File: src/shared/afepc_pkg.sv
package afepc_pkg;

  // ==========================================================
  // Bus geometry
  localparam int unsigned APB_AW     = 12;
  localparam int unsigned APB_DW     = 32;
  localparam int unsigned NUM_CH     = 3;

  // ==========================================================
  // Register indices (byte address = index * 4)
  localparam logic [7:0] IDX_GAIN_R  = 8'h06;
  localparam logic [7:0] IDX_OFS_R   = 8'h09;
  localparam logic [7:0] IDX_BLC     = 8'h0C;
  localparam logic [7:0] IDX_PWR     = 8'h1B;
  localparam logic [7:0] IDX_TUNE    = 8'h1C;
  localparam logic [7:0] IDX_CLAMP   = 8'h23;
  localparam logic [7:0] IDX_XTAL    = 8'h2B;
  localparam logic [7:0] IDX_DAC_R   = 8'h30;
  localparam logic [7:0] IDX_PHASE   = 8'h33;
  localparam logic [7:0] IDX_PIXCNT  = 8'h34;
  localparam logic [7:0] IDX_STATUS  = 8'h35;

  // ==========================================================
  // Reset values
  localparam logic [3:0]  RST_PWR    = 4'h0;
  localparam logic [7:0]  RST_TUNE   = 8'h47;
  localparam logic [6:0]  RST_CLAMP  = 7'h08;
  localparam logic [7:0]  RST_XTAL   = 8'h14;
  localparam logic [7:0]  RST_GAIN   = 8'h55;
  localparam logic [7:0]  RST_OFS    = 8'h80;
  localparam logic [6:0]  RST_BLC    = 7'h41;
  localparam logic [9:0]  RST_DAC    = 10'h200;
  localparam logic [5:0]  RST_PHASE  = 6'h00;
  localparam logic [11:0] RST_PIXCNT = 12'h400;

  // ==========================================================
  // Field positions
  localparam int unsigned PWR_PLL_BIT  = 3;
  localparam int unsigned CLAMP_LSB    = 4;
  localparam int unsigned CLAMP_MSB    = 6;
  localparam int unsigned BLC_EN_BIT   = 0;
  localparam int unsigned BLC_W_LSB    = 2;
  localparam int unsigned BLC_W_MSB    = 3;
  localparam int unsigned BLC_TC_LSB   = 4;
  localparam int unsigned BLC_TC_MSB   = 6;
  localparam int unsigned ST_EN_BIT    = 3;

  // ==========================================================
  // Black-level loop constants
  localparam int unsigned AVG_BASE_LOG2 = 4;
  localparam int unsigned TC_BASE_LOG2  = 5;
  localparam logic [7:0]  AVG_MIN_PIX   = 8'h10;
  localparam logic [12:0] WIN_ONE       = 13'h0001;
  localparam logic [7:0]  BLACK_TARGET  = 8'h00;
  localparam logic [9:0]  DAC_MIN       = 10'h000;
  localparam logic [9:0]  DAC_MAX       = 10'h3FF;
  localparam logic [7:0]  OFS_MIN       = 8'h40;
  localparam logic [7:0]  OFS_MAX       = 8'hC0;

  // Clamp on-resistance in ohms per code, zero means disconnected
  localparam logic [10:0] CLAMP_OHMS [8] = '{11'h000, 11'h640, 11'h320, 11'h215,
                                            11'h190, 11'h140, 11'h10B, 11'h0E4};

endpackage

File: src/afepc_ctrl.sv
// How it works
// - Power bit 0 set stops the red converter; clear keeps it running.
// - Power bit 1 set stops the green converter; clear keeps it running.
// - Power bit 2 set stops the blue converter; clear keeps it running.
// - Power bit 3 stops the pixel clock loop; upper four bits stay zero.
// - Clamp bits 6:4 pick one shared on-resistance; code zero disconnects.
// - Clamp codes 1 to 7 give 1600 down to 228 ohms.
// - Sampling phase chooses one of 64 positions per pixel.
// - Pixel clock loop needs only the pixels-per-line setting from firmware.
// - Enabled black-level loop measures each channel and trims its 10-bit offset.
// - Each correction is one quarter-LSB step, at most once per window.
// - Once locked the offset code stays put while black holds steady.
// - Manual 8-bit offset shifts output by at most 64 codes each way.
// - Loop off hands the 10-bit offset codes to firmware writes.
// - Gain registers never touch offset correction.
// - Two-bit field averages 16, 32, 64 or 128 black pixels per line.
// - Three-bit field sets the window to 2^(5+n) lines.
//
// Our own choice: the APB register port.
module afepc_ctrl
  import afepc_pkg::*;
(
  // Clock and reset
  input  wire logic                       pclk,
  input  wire logic                       presetn,
  // APB slave
  input  wire logic                       psel,
  input  wire logic                       penable,
  input  wire logic                       pwrite,
  input  wire logic [afepc_pkg::APB_AW-1:0] paddr,
  input  wire logic [afepc_pkg::APB_DW-1:0] pwdata,
  output logic      [afepc_pkg::APB_DW-1:0] prdata,
  output logic                            pready,
  output logic                            pslverr,
  // Black-level samples
  input  wire logic [7:0]                 adc_red,
  input  wire logic [7:0]                 adc_green,
  input  wire logic [7:0]                 adc_blue,
  input  wire logic                       black_sample_valid,
  input  wire logic                       line_end,
  // Power-down controls
  output logic                            pd_red,
  output logic                            pd_green,
  output logic                            pd_blue,
  output logic                            pd_pll,
  // Clamp
  output logic                            clamp_connect,
  output logic      [10:0]                clamp_ohms,
  // Tuning and crystal
  output logic      [7:0]                 video_tuning_code,
  output logic      [7:0]                 crystal_comp_value,
  // Pixel clock loop
  output logic      [5:0]                 sample_phase,
  output logic      [11:0]                pixels_per_line,
  // Gain per channel
  output logic      [7:0]                 gain_red,
  output logic      [7:0]                 gain_green,
  output logic      [7:0]                 gain_blue,
  // Manual offset shift per channel
  output logic      [7:0]                 ofs_shift_red,
  output logic      [7:0]                 ofs_shift_green,
  output logic      [7:0]                 ofs_shift_blue,
  // Offset converter codes
  output logic      [9:0]                 offset_dac_red,
  output logic      [9:0]                 offset_dac_green,
  output logic      [9:0]                 offset_dac_blue
);

  import afepc_pkg::*;

  // ==========================================================
  // Storage
  logic [3:0]  pwr_ff;
  logic [7:0]  tune_ff;
  logic [6:0]  clamp_ff;
  logic [7:0]  xtal_ff;
  logic [6:0]  blc_ff;
  logic [5:0]  phase_ff;
  logic [11:0] pixcnt_ff;
  logic [7:0]  gain_ff     [NUM_CH];
  logic [7:0]  ofs_ff      [NUM_CH];
  logic [7:0]  shift_ff    [NUM_CH];
  logic [9:0]  dac_code    [NUM_CH];
  logic        ch_locked   [NUM_CH];
  logic [7:0]  ch_sample   [NUM_CH];
  logic        clamp_con_ff;
  logic [10:0] clamp_ohm_ff;

  // ==========================================================
  // APB handshake
  logic [31:0] prdata_ff;
  logic        pready_ff;
  logic        pslverr_ff;
  logic [7:0]  idx;
  logic        aligned;
  logic        setup;
  logic        access;
  logic        wr_ok;
  logic        rd_hit;
  logic [31:0] rd_word;
  logic        loop_on;

  assign idx     = paddr[9:2];
  assign aligned = (paddr[1:0] == 2'b00) && (paddr[11:10] == 2'b00);
  assign setup   = psel && !penable;
  assign access  = psel && penable && pready_ff;
  // Writes land only at the access edge, never in setup
  assign wr_ok   = access && pwrite && aligned && rd_hit;
  assign loop_on = blc_ff[BLC_EN_BIT];

  assign ch_sample[0] = adc_red;
  assign ch_sample[1] = adc_green;
  assign ch_sample[2] = adc_blue;

  // Read decode; also serves as the map of legal indices
  always_comb begin
    rd_hit  = 1'b1;
    rd_word = 32'h0000_0000;
    case (idx)
      IDX_PWR:    rd_word = {28'h000_0000, pwr_ff};
      IDX_TUNE:   rd_word = {24'h00_0000, tune_ff};
      IDX_CLAMP:  rd_word = {25'h000_0000, clamp_ff};
      IDX_XTAL:   rd_word = {24'h00_0000, xtal_ff};
      IDX_BLC:    rd_word = {25'h000_0000, blc_ff};
      IDX_PHASE:  rd_word = {26'h000_0000, phase_ff};
      IDX_PIXCNT: rd_word = {20'h0_0000, pixcnt_ff};
      IDX_STATUS: rd_word = {28'h000_0000, loop_on, ch_locked[2], ch_locked[1], ch_locked[0]};
      default:    rd_hit  = 1'b0;
    endcase
    for (int ch = 0; ch < NUM_CH; ch++) begin
      if (idx == 8'(IDX_GAIN_R + 8'(ch))) begin
        rd_hit  = 1'b1;
        rd_word = {24'h00_0000, gain_ff[ch]};
      end
      if (idx == 8'(IDX_OFS_R + 8'(ch))) begin
        rd_hit  = 1'b1;
        rd_word = {24'h00_0000, ofs_ff[ch]};
      end
      if (idx == 8'(IDX_DAC_R + 8'(ch))) begin
        rd_hit  = 1'b1;
        rd_word = {22'h00_0000, dac_code[ch]};
      end
    end
  end

  // Answer one cycle after setup: access phase never waits
  always_ff @(posedge pclk or negedge presetn) begin
    if (!presetn) begin
      pready_ff  <= 1'b0;
      pslverr_ff <= 1'b0;
      prdata_ff  <= 32'h0000_0000;
    end else begin
      pready_ff  <= setup;
      pslverr_ff <= setup && !(aligned && rd_hit);
      if (setup && !pwrite && aligned && rd_hit) begin
        prdata_ff <= rd_word;
      end else if (setup) begin
        prdata_ff <= 32'h0000_0000;
      end
    end
  end

  // ==========================================================
  // Power control
  always_ff @(posedge pclk or negedge presetn) begin
    if (!presetn) begin
      pwr_ff <= RST_PWR;
    end else if (wr_ok && (idx == IDX_PWR)) begin
      // Upper nibble is not stored and reads back zero
      pwr_ff <= pwdata[PWR_PLL_BIT:0];
    end
  end

  // ==========================================================
  // Tuning and crystal compensation
  always_ff @(posedge pclk or negedge presetn) begin
    if (!presetn) begin
      tune_ff <= RST_TUNE;
      xtal_ff <= RST_XTAL;
    end else if (wr_ok && (idx == IDX_TUNE)) begin
      tune_ff <= pwdata[7:0];
    end else if (wr_ok && (idx == IDX_XTAL)) begin
      xtal_ff <= pwdata[7:0];
    end
  end

  // ==========================================================
  // Restore clamp
  always_ff @(posedge pclk or negedge presetn) begin
    if (!presetn) begin
      clamp_ff <= RST_CLAMP;
    end else if (wr_ok && (idx == IDX_CLAMP)) begin
      clamp_ff <= pwdata[6:0];
    end
  end

  // One shared resistance for all three channels
  always_ff @(posedge pclk or negedge presetn) begin
    if (!presetn) begin
      clamp_con_ff <= 1'b0;
      clamp_ohm_ff <= 11'h000;
    end else begin
      clamp_con_ff <= (clamp_ff[CLAMP_MSB:CLAMP_LSB] != 3'h0);
      clamp_ohm_ff <= CLAMP_OHMS[clamp_ff[CLAMP_MSB:CLAMP_LSB]];
    end
  end

  // ==========================================================
  // Pixel clock loop settings
  always_ff @(posedge pclk or negedge presetn) begin
    if (!presetn) begin
      phase_ff  <= RST_PHASE;
      pixcnt_ff <= RST_PIXCNT;
    end else if (wr_ok && (idx == IDX_PHASE)) begin
      phase_ff  <= pwdata[5:0];
    end else if (wr_ok && (idx == IDX_PIXCNT)) begin
      // Only setting the loop needs across its whole lock range
      pixcnt_ff <= pwdata[11:0];
    end
  end

  // ==========================================================
  // Black-level loop configuration
  always_ff @(posedge pclk or negedge presetn) begin
    if (!presetn) begin
      blc_ff <= RST_BLC;
    end else if (wr_ok && (idx == IDX_BLC)) begin
      blc_ff <= pwdata[6:0];
    end
  end

  // ==========================================================
  // Per-channel gain, manual offset and servo
  for (genvar ch = 0; ch < NUM_CH; ch++) begin : g_ch
    logic dac_wr;

    assign dac_wr = wr_ok && (idx == 8'(IDX_DAC_R + 8'(ch)));

    // Gain stands apart; nothing in the offset path reads it
    always_ff @(posedge pclk or negedge presetn) begin
      if (!presetn) begin
        gain_ff[ch] <= RST_GAIN;
      end else if (wr_ok && (idx == 8'(IDX_GAIN_R + 8'(ch)))) begin
        gain_ff[ch] <= pwdata[7:0];
      end
    end

    always_ff @(posedge pclk or negedge presetn) begin
      if (!presetn) begin
        ofs_ff[ch] <= RST_OFS;
      end else if (wr_ok && (idx == 8'(IDX_OFS_R + 8'(ch)))) begin
        ofs_ff[ch] <= pwdata[7:0];
      end
    end

    // Raw value kept for read-back; the applied shift is limited
    always_ff @(posedge pclk or negedge presetn) begin
      if (!presetn) begin
        shift_ff[ch] <= RST_OFS;
      end else if (ofs_ff[ch] < OFS_MIN) begin
        shift_ff[ch] <= OFS_MIN;
      end else if (ofs_ff[ch] > OFS_MAX) begin
        shift_ff[ch] <= OFS_MAX;
      end else begin
        shift_ff[ch] <= ofs_ff[ch];
      end
    end

    afepc_servo u_servo (
      .pclk         (pclk),
      .presetn      (presetn),
      .loop_on      (loop_on),
      .hold         (pwr_ff[ch]),
      .width_sel    (blc_ff[BLC_W_MSB:BLC_W_LSB]),
      .tc_sel       (blc_ff[BLC_TC_MSB:BLC_TC_LSB]),
      .sample_valid (black_sample_valid),
      .sample       (ch_sample[ch]),
      .line_end     (line_end),
      .sw_wr        (dac_wr),
      .sw_code      (pwdata[9:0]),
      .dac_code     (dac_code[ch]),
      .locked       (ch_locked[ch])
    );
  end

  // ==========================================================
  // Outputs, all from flip-flops
  assign prdata             = prdata_ff;
  assign pready             = pready_ff;
  assign pslverr            = pslverr_ff;
  assign pd_red             = pwr_ff[0];
  assign pd_green           = pwr_ff[1];
  assign pd_blue            = pwr_ff[2];
  assign pd_pll             = pwr_ff[PWR_PLL_BIT];
  assign clamp_connect      = clamp_con_ff;
  assign clamp_ohms         = clamp_ohm_ff;
  assign video_tuning_code  = tune_ff;
  assign crystal_comp_value = xtal_ff;
  assign sample_phase       = phase_ff;
  assign pixels_per_line    = pixcnt_ff;
  assign gain_red           = gain_ff[0];
  assign gain_green         = gain_ff[1];
  assign gain_blue          = gain_ff[2];
  assign ofs_shift_red      = shift_ff[0];
  assign ofs_shift_green    = shift_ff[1];
  assign ofs_shift_blue     = shift_ff[2];
  assign offset_dac_red     = dac_code[0];
  assign offset_dac_green   = dac_code[1];
  assign offset_dac_blue    = dac_code[2];

endmodule

File: src/afepc_servo.sv
module afepc_servo
  import afepc_pkg::*;
(
  // Clock and reset
  input  wire logic        pclk,
  input  wire logic        presetn,
  // Control
  input  wire logic        loop_on,
  input  wire logic        hold,
  input  wire logic [1:0]  width_sel,
  input  wire logic [2:0]  tc_sel,
  // Black samples
  input  wire logic        sample_valid,
  input  wire logic [7:0]  sample,
  input  wire logic        line_end,
  // Firmware access
  input  wire logic        sw_wr,
  input  wire logic [9:0]  sw_code,
  // Results
  output logic      [9:0]  dac_code,
  output logic             locked
);

  // ==========================================================
  // Averaging and voting
  logic        [7:0]  pix_cnt_ff;
  logic        [14:0] sum_ff;
  logic signed [13:0] vote_ff;
  logic        [12:0] line_cnt_ff;
  logic        [9:0]  dac_ff;
  logic               locked_ff;
  logic        [7:0]  npix;
  logic        [7:0]  avg;
  logic        [12:0] win;
  logic               full_line;
  logic signed [13:0] nxt_vote;
  logic               win_end;

  assign npix      = 8'(AVG_MIN_PIX << width_sel);
  assign avg       = 8'(sum_ff >> (AVG_BASE_LOG2 + width_sel));
  assign win       = 13'(WIN_ONE << (TC_BASE_LOG2 + tc_sel));
  assign full_line = (pix_cnt_ff == npix);
  assign win_end   = line_end && (line_cnt_ff == 13'(win - WIN_ONE));

  always_comb begin
    nxt_vote = vote_ff;
    if (full_line && (avg > BLACK_TARGET)) begin
      nxt_vote = vote_ff + 14'sd1;
    end else if (full_line && (avg < BLACK_TARGET)) begin
      nxt_vote = vote_ff - 14'sd1;
    end
  end

  // Per-line accumulation; frozen while powered down, cleared while firmware-driven
  always_ff @(posedge pclk or negedge presetn) begin
    if (!presetn) begin
      pix_cnt_ff <= 8'h00;
      sum_ff     <= 15'h0000;
    end else if (!loop_on || line_end) begin
      pix_cnt_ff <= 8'h00;
      sum_ff     <= 15'h0000;
    end else if (!hold && sample_valid && !full_line) begin
      pix_cnt_ff <= pix_cnt_ff + 8'h01;
      sum_ff     <= sum_ff + 15'(sample);
    end
  end

  // Time-constant window over lines
  always_ff @(posedge pclk or negedge presetn) begin
    if (!presetn) begin
      line_cnt_ff <= 13'h0000;
      vote_ff     <= 14'sd0;
    end else if (!loop_on || hold) begin
      line_cnt_ff <= 13'h0000;
      vote_ff     <= 14'sd0;
    end else if (win_end) begin
      line_cnt_ff <= 13'h0000;
      vote_ff     <= 14'sd0;
    end else if (line_end) begin
      line_cnt_ff <= line_cnt_ff + 13'h0001;
      vote_ff     <= nxt_vote;
    end
  end

  // Offset code: one quarter-LSB step per window at most
  always_ff @(posedge pclk or negedge presetn) begin
    if (!presetn) begin
      dac_ff    <= RST_DAC;
      locked_ff <= 1'b0;
    end else if (!loop_on) begin
      locked_ff <= 1'b0;
      if (sw_wr) begin
        dac_ff <= sw_code;
      end
    end else if (!hold && win_end) begin
      if ((nxt_vote > 14'sd0) && (dac_ff != DAC_MIN)) begin
        dac_ff    <= dac_ff - 10'h001;
        locked_ff <= 1'b0;
      end else if ((nxt_vote < 14'sd0) && (dac_ff != DAC_MAX)) begin
        dac_ff    <= dac_ff + 10'h001;
        locked_ff <= 1'b0;
      end else begin
        locked_ff <= 1'b1;
      end
    end
  end

  assign dac_code = dac_ff;
  assign locked   = locked_ff;

endmodule

File: config.mk
export PLATFORM = sky130hd
export DESIGN_NAME = afepc_ctrl
export DESIGN_NICKNAME = d
export VERILOG_FILES = /design/src/shared/afepc_pkg.sv /design/src/afepc_ctrl.sv /design/src/afepc_servo.sv
export SDC_FILE = /design/constraint.sdc
export NUM_CORES = 1
export LEC_CHECK = 0
export ABC_AREA = 1
export BUFFER_PORTS_ARGS = -buffer_cell sky130_fd_sc_hd__buf_2
export CAP_MARGIN = 25
export CELL_PAD_IN_SITES_DETAIL_PLACEMENT = 0
export CELL_PAD_IN_SITES_GLOBAL_PLACEMENT = 1
export CORE_UTILIZATION = 47
export DETAILED_ROUTE_END_ITERATION = 8
export PLACE_DENSITY = 0.87
export SLEW_MARGIN = 20
export SYNTH_ARGS = -nofsm -noshare
export SYNTH_HDL_FRONTEND = slang
export SYNTH_HIERARCHICAL = 1
export SYNTH_SLANG_ARGS = --single-unit
export TNS_END_PERCENT = 50
File: constraint.sdc
create_clock -name pclk -period 5.75 [get_ports pclk]
set_clock_uncertainty 0.1 [all_clocks]
set_input_delay 0.2875 -clock pclk [delete_from_list [all_inputs] [get_ports pclk]]
set_output_delay 0.2875 -clock pclk [all_outputs]
set_load 0.01 [all_outputs]
==> impl_summary.txt <==
----------------------------------------------------
[CTS]
  CTS Buf Count ... 40
  TritonCTS clock tree ... built
  CTS Sinks ... between 300 and 400
  Cell at the root of the clock tree ... sky130_fd_sc_hd__clkbuf_16
  Postcts setup bufs ... 0
  Maximum clock insertion buffer count ... 3
  H-tree depth ... 2
  Clock insertion delay at the later pin of the skew report ... between 0.5 and 0.6 ns
  Clk slew on worst S/H paths ... approximately 0.06 ns
  CTS-repair resized insts ... 0

[Die]
  Overall die area ... about 45000 um^2
  Height of the die ... between 200 and 250 um
  Ports ... roughly 240
  Area of the core region ... between 40000 and 50000 um^2
  Initial Utilization ... between 40% and 50%
  Placement Rows ... 76
  X dimension of the die ... roughly 210 um

[Timing]
  Worst Hold Margin ... between 0.03 and 0.04 ns
  Total negative slack ... 0 ns
  Timing-limited maximum frequency ... 0.205 GHz
  Final count of negative-setup-slack endpoints ... 0
  Min cycle time layout ... just under 5 ns
  Post-route fraction of the period consumed by the critical path ... roughly 85%
  Final Slew Violations ... 0
  Tightest slew margin relative to the limit ... approximately a quarter
  Hold Violations, Final ... 0
  Unrepaired setup endpoints after global routing ... no
  Pin slew with the least headroom to its limit ... about 1.1 ns

[Final layout]
  Area of combinational cells with multiple inputs ... 10500 um^2
  Footprint of the flip-flops and latches ... approximately 8300 um^2
  Share of cells above drive strength 1 ... ~15%
  Total inserted antenna cells ... 0
  Final-stage net count ... slightly above 3000
  Post-synthesis to final-layout area growth ... 14.2%
  Number of fillers in the final layout ... between 4000 and 5000

[Synth]
  Library cell occupying the most area in the post-synthesis netlist ... sky130_fd_sc_hd__dfrtp_1
  Prevailing post-synth register cell ... sky130_fd_sc_hd__dfrtp_1
  Sequential-to-total area share from yosys stat ... 40.6%
  Warning count from the yosys run ... 6
  Synth Area per Inst ... roughly 7.5 um^2
  Synth Cell Area ... just over 20000 um^2
  Largest cells by area after synthesis ... sky130_fd_sc_hd__dfrtp_1 37%, sky130_fd_sc_hd__nand2_1 14%, sky130_fd_sc_hd__inv_1 5.5%
  Number of instances in the synthesized netlist ... 2728
  Number of library cell types mapped by synthesis ... between 50 and 60
  Area share of the largest cell type after synthesis ... between 30% and 40%
  Flip-flop and latch count after synthesis ... 332
  Async SR Flop Fraction ... 100%
  Number of synthesized flops with an enable pin ... 0

[Route]
  Per-cell routed wire length ... 16.5 um
  Total number of vias ... roughly 19000
  Avg Vias per Cell ... roughly 5.3
  1st-iter DRT viols ... 1292
  Final routed wirelength across all metal layers ... around 59000 um
  TritonRoute pass-1 iters ... 5
  Count of unresolved DRC violations after routing ... 0
  Number of nets with antenna violations after detailed routing ... 0

[Global route]
  Via count of the first global-routing pass ... about 18000
  Maximum number of pins on one net before global-route repair ... between 150 and 200
  Wire length of the first global-routing pass ... 94500 um
  Number of antenna violations at the first check in global routing ... 0
  Total track usage ... a little over a quarter
  Global route overflow ... 0

[Power and ir drop]
  VDD IR-drop max ... 170 uV
  Ratio of total power to cell area ... 223 nW/um^2
  Static power due to leakage ... between 0.01 and 0.015 uW

[Status]
  Run status ... completed

[Worst setup path]
  Crit. End Element ... flip-flop
  WS Path Type ... reg2reg
  Top fanout value on the critical path ... 21
  Register-to-Register Setup Slack ... roughly 0.87 ns
  Arrival time at the worst endpoint ... ~5.2 ns
  WP data required ... between 6 and 7 ns
  Startpoint type of the worst setup path ... flip-flop

[Placement]
  Port buffer count ... between 150 and 200
  Placer's final routability congestion estimate ... between 0.8 and 0.9
  HPWL after detailed placement ... between 40000 and 50000 um

[Run]
  Max-Cap Viols ... 0

[Hold path]
  Min-delay worst type ... in2reg

----------------------------------------------------
cells by family after synthesis:
family / count (synthesis) / share of synthesized area, %
DFF: 332 / 40.6
adders and majority gates: 73 / 4.66
muxes: 15 / 0.730
buffers and inverters: 405 / 8.57
xor gates and xnor gates: 77 / 3.28
AOI/OAI and AO/OA: 456 / 12.9
other: 1 / 0.0182
and+or+nand+nor: 1369 / 29.2
what timing repair did:
action | 4_1_cts | 5_1_grt
hold buffers | 13 | 0
setup endpoints to repair | 0 | 0
hold endpoints to repair | 88 | 0
per-layer routing:
metal	vias up	share of wire, %	global-route usage, %
met2	442	46	42.8
met3	68	6.5	6.07
met1	9122	45	36.1
met4	0	1.7	5.92
met5	-	0	0
li1	9334	-	-
report_power, final:
group,switching [uW],total [uW],leakage [uW],internal (uW)
Sequential,0.974,2340,0.00450,2340
Clock,1070,2710,0.000687,1640
Combinational,138,183,0.00643,44.5
cell type report:
cell class                 count  area share, %
sequential                   332           35.6
tap                          585           3.12
clock inverter                17           1.08
multi-input combinational   2010           44.8
timing repair buffer         223           5.28
clock buffer                  57           4.92
inverter                     323           5.21
through the flow:
stage / setup WS (ns) / std cells / utilization, % / cell area, um^2 / power [uW]
global route: 0.436 / 3547 / 54.5 / 23500 / 5390
floorplan: 2.06 / 2747 / - / 20600 / 2460
detailed placement: 0.915 / 3459 / 50.9 / 21900 / 2560
finish: 0.869 / 3547 / 54.5 / 23500 / 5230
global placement: 1.00 / 3458 / 50.9 / 21900 / 2560
CTS: 0.908 / 3546 / 54.5 / 23500 / 5280
cell usage after synthesis, types with 4 or more instances:
master and count:
sky130_fd_sc_hd__nand3_1 184, sky130_fd_sc_hd__a21oi_2 5, sky130_fd_sc_hd__a31oi_1 8, sky130_fd_sc_hd__nand2_1 753
sky130_fd_sc_hd__dfstp_2 31, sky130_fd_sc_hd__a22o_1 14, sky130_fd_sc_hd__buf_4 23, sky130_fd_sc_hd__o32ai_1 9
sky130_fd_sc_hd__clkbuf_1 34, sky130_fd_sc_hd__o21ai_1 50, sky130_fd_sc_hd__nand4_1 44, sky130_fd_sc_hd__nor4_1 19
sky130_fd_sc_hd__buf_2 8, sky130_fd_sc_hd__nand2_4 4, sky130_fd_sc_hd__nand3_2 5, sky130_fd_sc_hd__ha_1 67
sky130_fd_sc_hd__xnor2_1 10, sky130_fd_sc_hd__nand2_2 24, sky130_fd_sc_hd__buf_6 13, sky130_fd_sc_hd__dfrtp_1 301
sky130_fd_sc_hd__a21o_1 6, sky130_fd_sc_hd__a21oi_1 96, sky130_fd_sc_hd__inv_1 301, sky130_fd_sc_hd__fa_1 6
sky130_fd_sc_hd__nor3_1 63, sky130_fd_sc_hd__mux2i_1 15, sky130_fd_sc_hd__nor2_4 6, sky130_fd_sc_hd__or2_2 6
sky130_fd_sc_hd__xor2_1 67, sky130_fd_sc_hd__nor2_1 229, sky130_fd_sc_hd__o21ai_0 178, sky130_fd_sc_hd__nor2_2 16
sky130_fd_sc_hd__o22ai_1 31, sky130_fd_sc_hd__o21ai_2 32, sky130_fd_sc_hd__inv_2 16, sky130_fd_sc_hd__clkinv_1 4
sky130_fd_sc_hd__o21a_1 8, sky130_fd_sc_hd__o31ai_1 5
flip-flops by register name, indices dropped and copies added, names as in the netlist, 8 cells and up:
| signal | cells |
|---|---|
| prdata | 12 |
| ofs_shift_red | 8 |
| clamp_ohms | 10 |
| crystal_comp_value | 8 |
| gain_red | 8 |
| ofs_ff | 24 |
| ofs_shift_blue | 8 |
| video_tuning_code | 8 |
| ofs_shift_green | 8 |
| g_ch.u_servo/dac_code | 30 |
| pixels_per_line | 12 |
| g_ch.u_servo/sum_ff | 45 |
| g_ch.u_servo/vote_ff | 42 |
| g_ch.u_servo/line_cnt_ff | 39 |
| g_ch.u_servo/pix_cnt_ff | 24 |
| gain_green | 8 |
| gain_blue | 8 |
worst max-delay path, cell delays in order (launching register included):
cell and delay, ns:
sky130_fd_sc_hd__dfrtp_1 0.99, sky130_fd_sc_hd__buf_4 0.28, sky130_fd_sc_hd__inv_6 0.05, sky130_fd_sc_hd__nand2_1 0.05, sky130_fd_sc_hd__nand3b_1 0.07, sky130_fd_sc_hd__nor2_1 0.20
sky130_fd_sc_hd__nand3_4 0.24, sky130_fd_sc_hd__nand2_4 0.22, sky130_fd_sc_hd__inv_2 0.07, sky130_fd_sc_hd__nand2_1 0.05, sky130_fd_sc_hd__o21ai_1 0.15, sky130_fd_sc_hd__a31oi_2 0.23
sky130_fd_sc_hd__nand2_2 0.10, sky130_fd_sc_hd__inv_1 0.27, sky130_fd_sc_hd__ha_1 0.35, sky130_fd_sc_hd__a21oi_1 0.16, sky130_fd_sc_hd__nand2_1 0.11, sky130_fd_sc_hd__a21o_1 0.17
sky130_fd_sc_hd__a21oi_1 0.16, sky130_fd_sc_hd__nor2_1 0.07, sky130_fd_sc_hd__o21ai_0 0.17, sky130_fd_sc_hd__nand2_1 0.09, sky130_fd_sc_hd__xor2_1 0.15, sky130_fd_sc_hd__mux2i_1 0.16
sky130_fd_sc_hd__o21ai_2 0.08
final timing paths:
path,from,to,depth (start not counted)
max reg2reg,blc_ff[2]$_DFFE_PN0P_,g_ch[1].u_servo/dac_code[8]$_DFFE_PN0P_,24
min reg2reg,ofs_ff[15]$_DFFE_PN1P_,ofs_shift_green[7]$_DFF_PN1_,0
max,blc_ff[2]$_DFFE_PN0P_,g_ch[1].u_servo/dac_code[8]$_DFFE_PN0P_,24
min in group asynchronous,presetn,g_ch[1].u_servo/sum_ff[3]$_DFFE_PN0P_,2
max in group asynchronous,presetn,ofs_ff[2]$_DFFE_PN0P_,3
min,adc_blue[1],g_ch[2].u_servo/sum_ff[1]$_DFFE_PN0P_,3
placed cells by master, fill, tap and decap left out, types with 15 or more instances in the layout:
master,count
sky130_fd_sc_hd__nor4_1,19
sky130_fd_sc_hd__a21oi_1,96
sky130_fd_sc_hd__nand4_1,44
sky130_fd_sc_hd__nor3_1,63
sky130_fd_sc_hd__ha_1,67
sky130_fd_sc_hd__o21ai_1,50
sky130_fd_sc_hd__nand2_1,753
sky130_fd_sc_hd__o22ai_1,31
sky130_fd_sc_hd__nand2_2,24
sky130_fd_sc_hd__xor2_1,67
sky130_fd_sc_hd__o21ai_2,32
sky130_fd_sc_hd__buf_2,196
sky130_fd_sc_hd__dfstp_2,31
sky130_fd_sc_hd__clkbuf_16,40
sky130_fd_sc_hd__mux2i_1,15
sky130_fd_sc_hd__inv_2,16
sky130_fd_sc_hd__nand3_1,184
sky130_fd_sc_hd__nor2_1,229
sky130_fd_sc_hd__dfrtp_1,301
sky130_fd_sc_hd__nor2_2,16
sky130_fd_sc_hd__inv_1,301
sky130_fd_sc_hd__conb_1,20
sky130_fd_sc_hd__o21ai_0,178
Note: power is estimated with default switching activity, not from simulation.
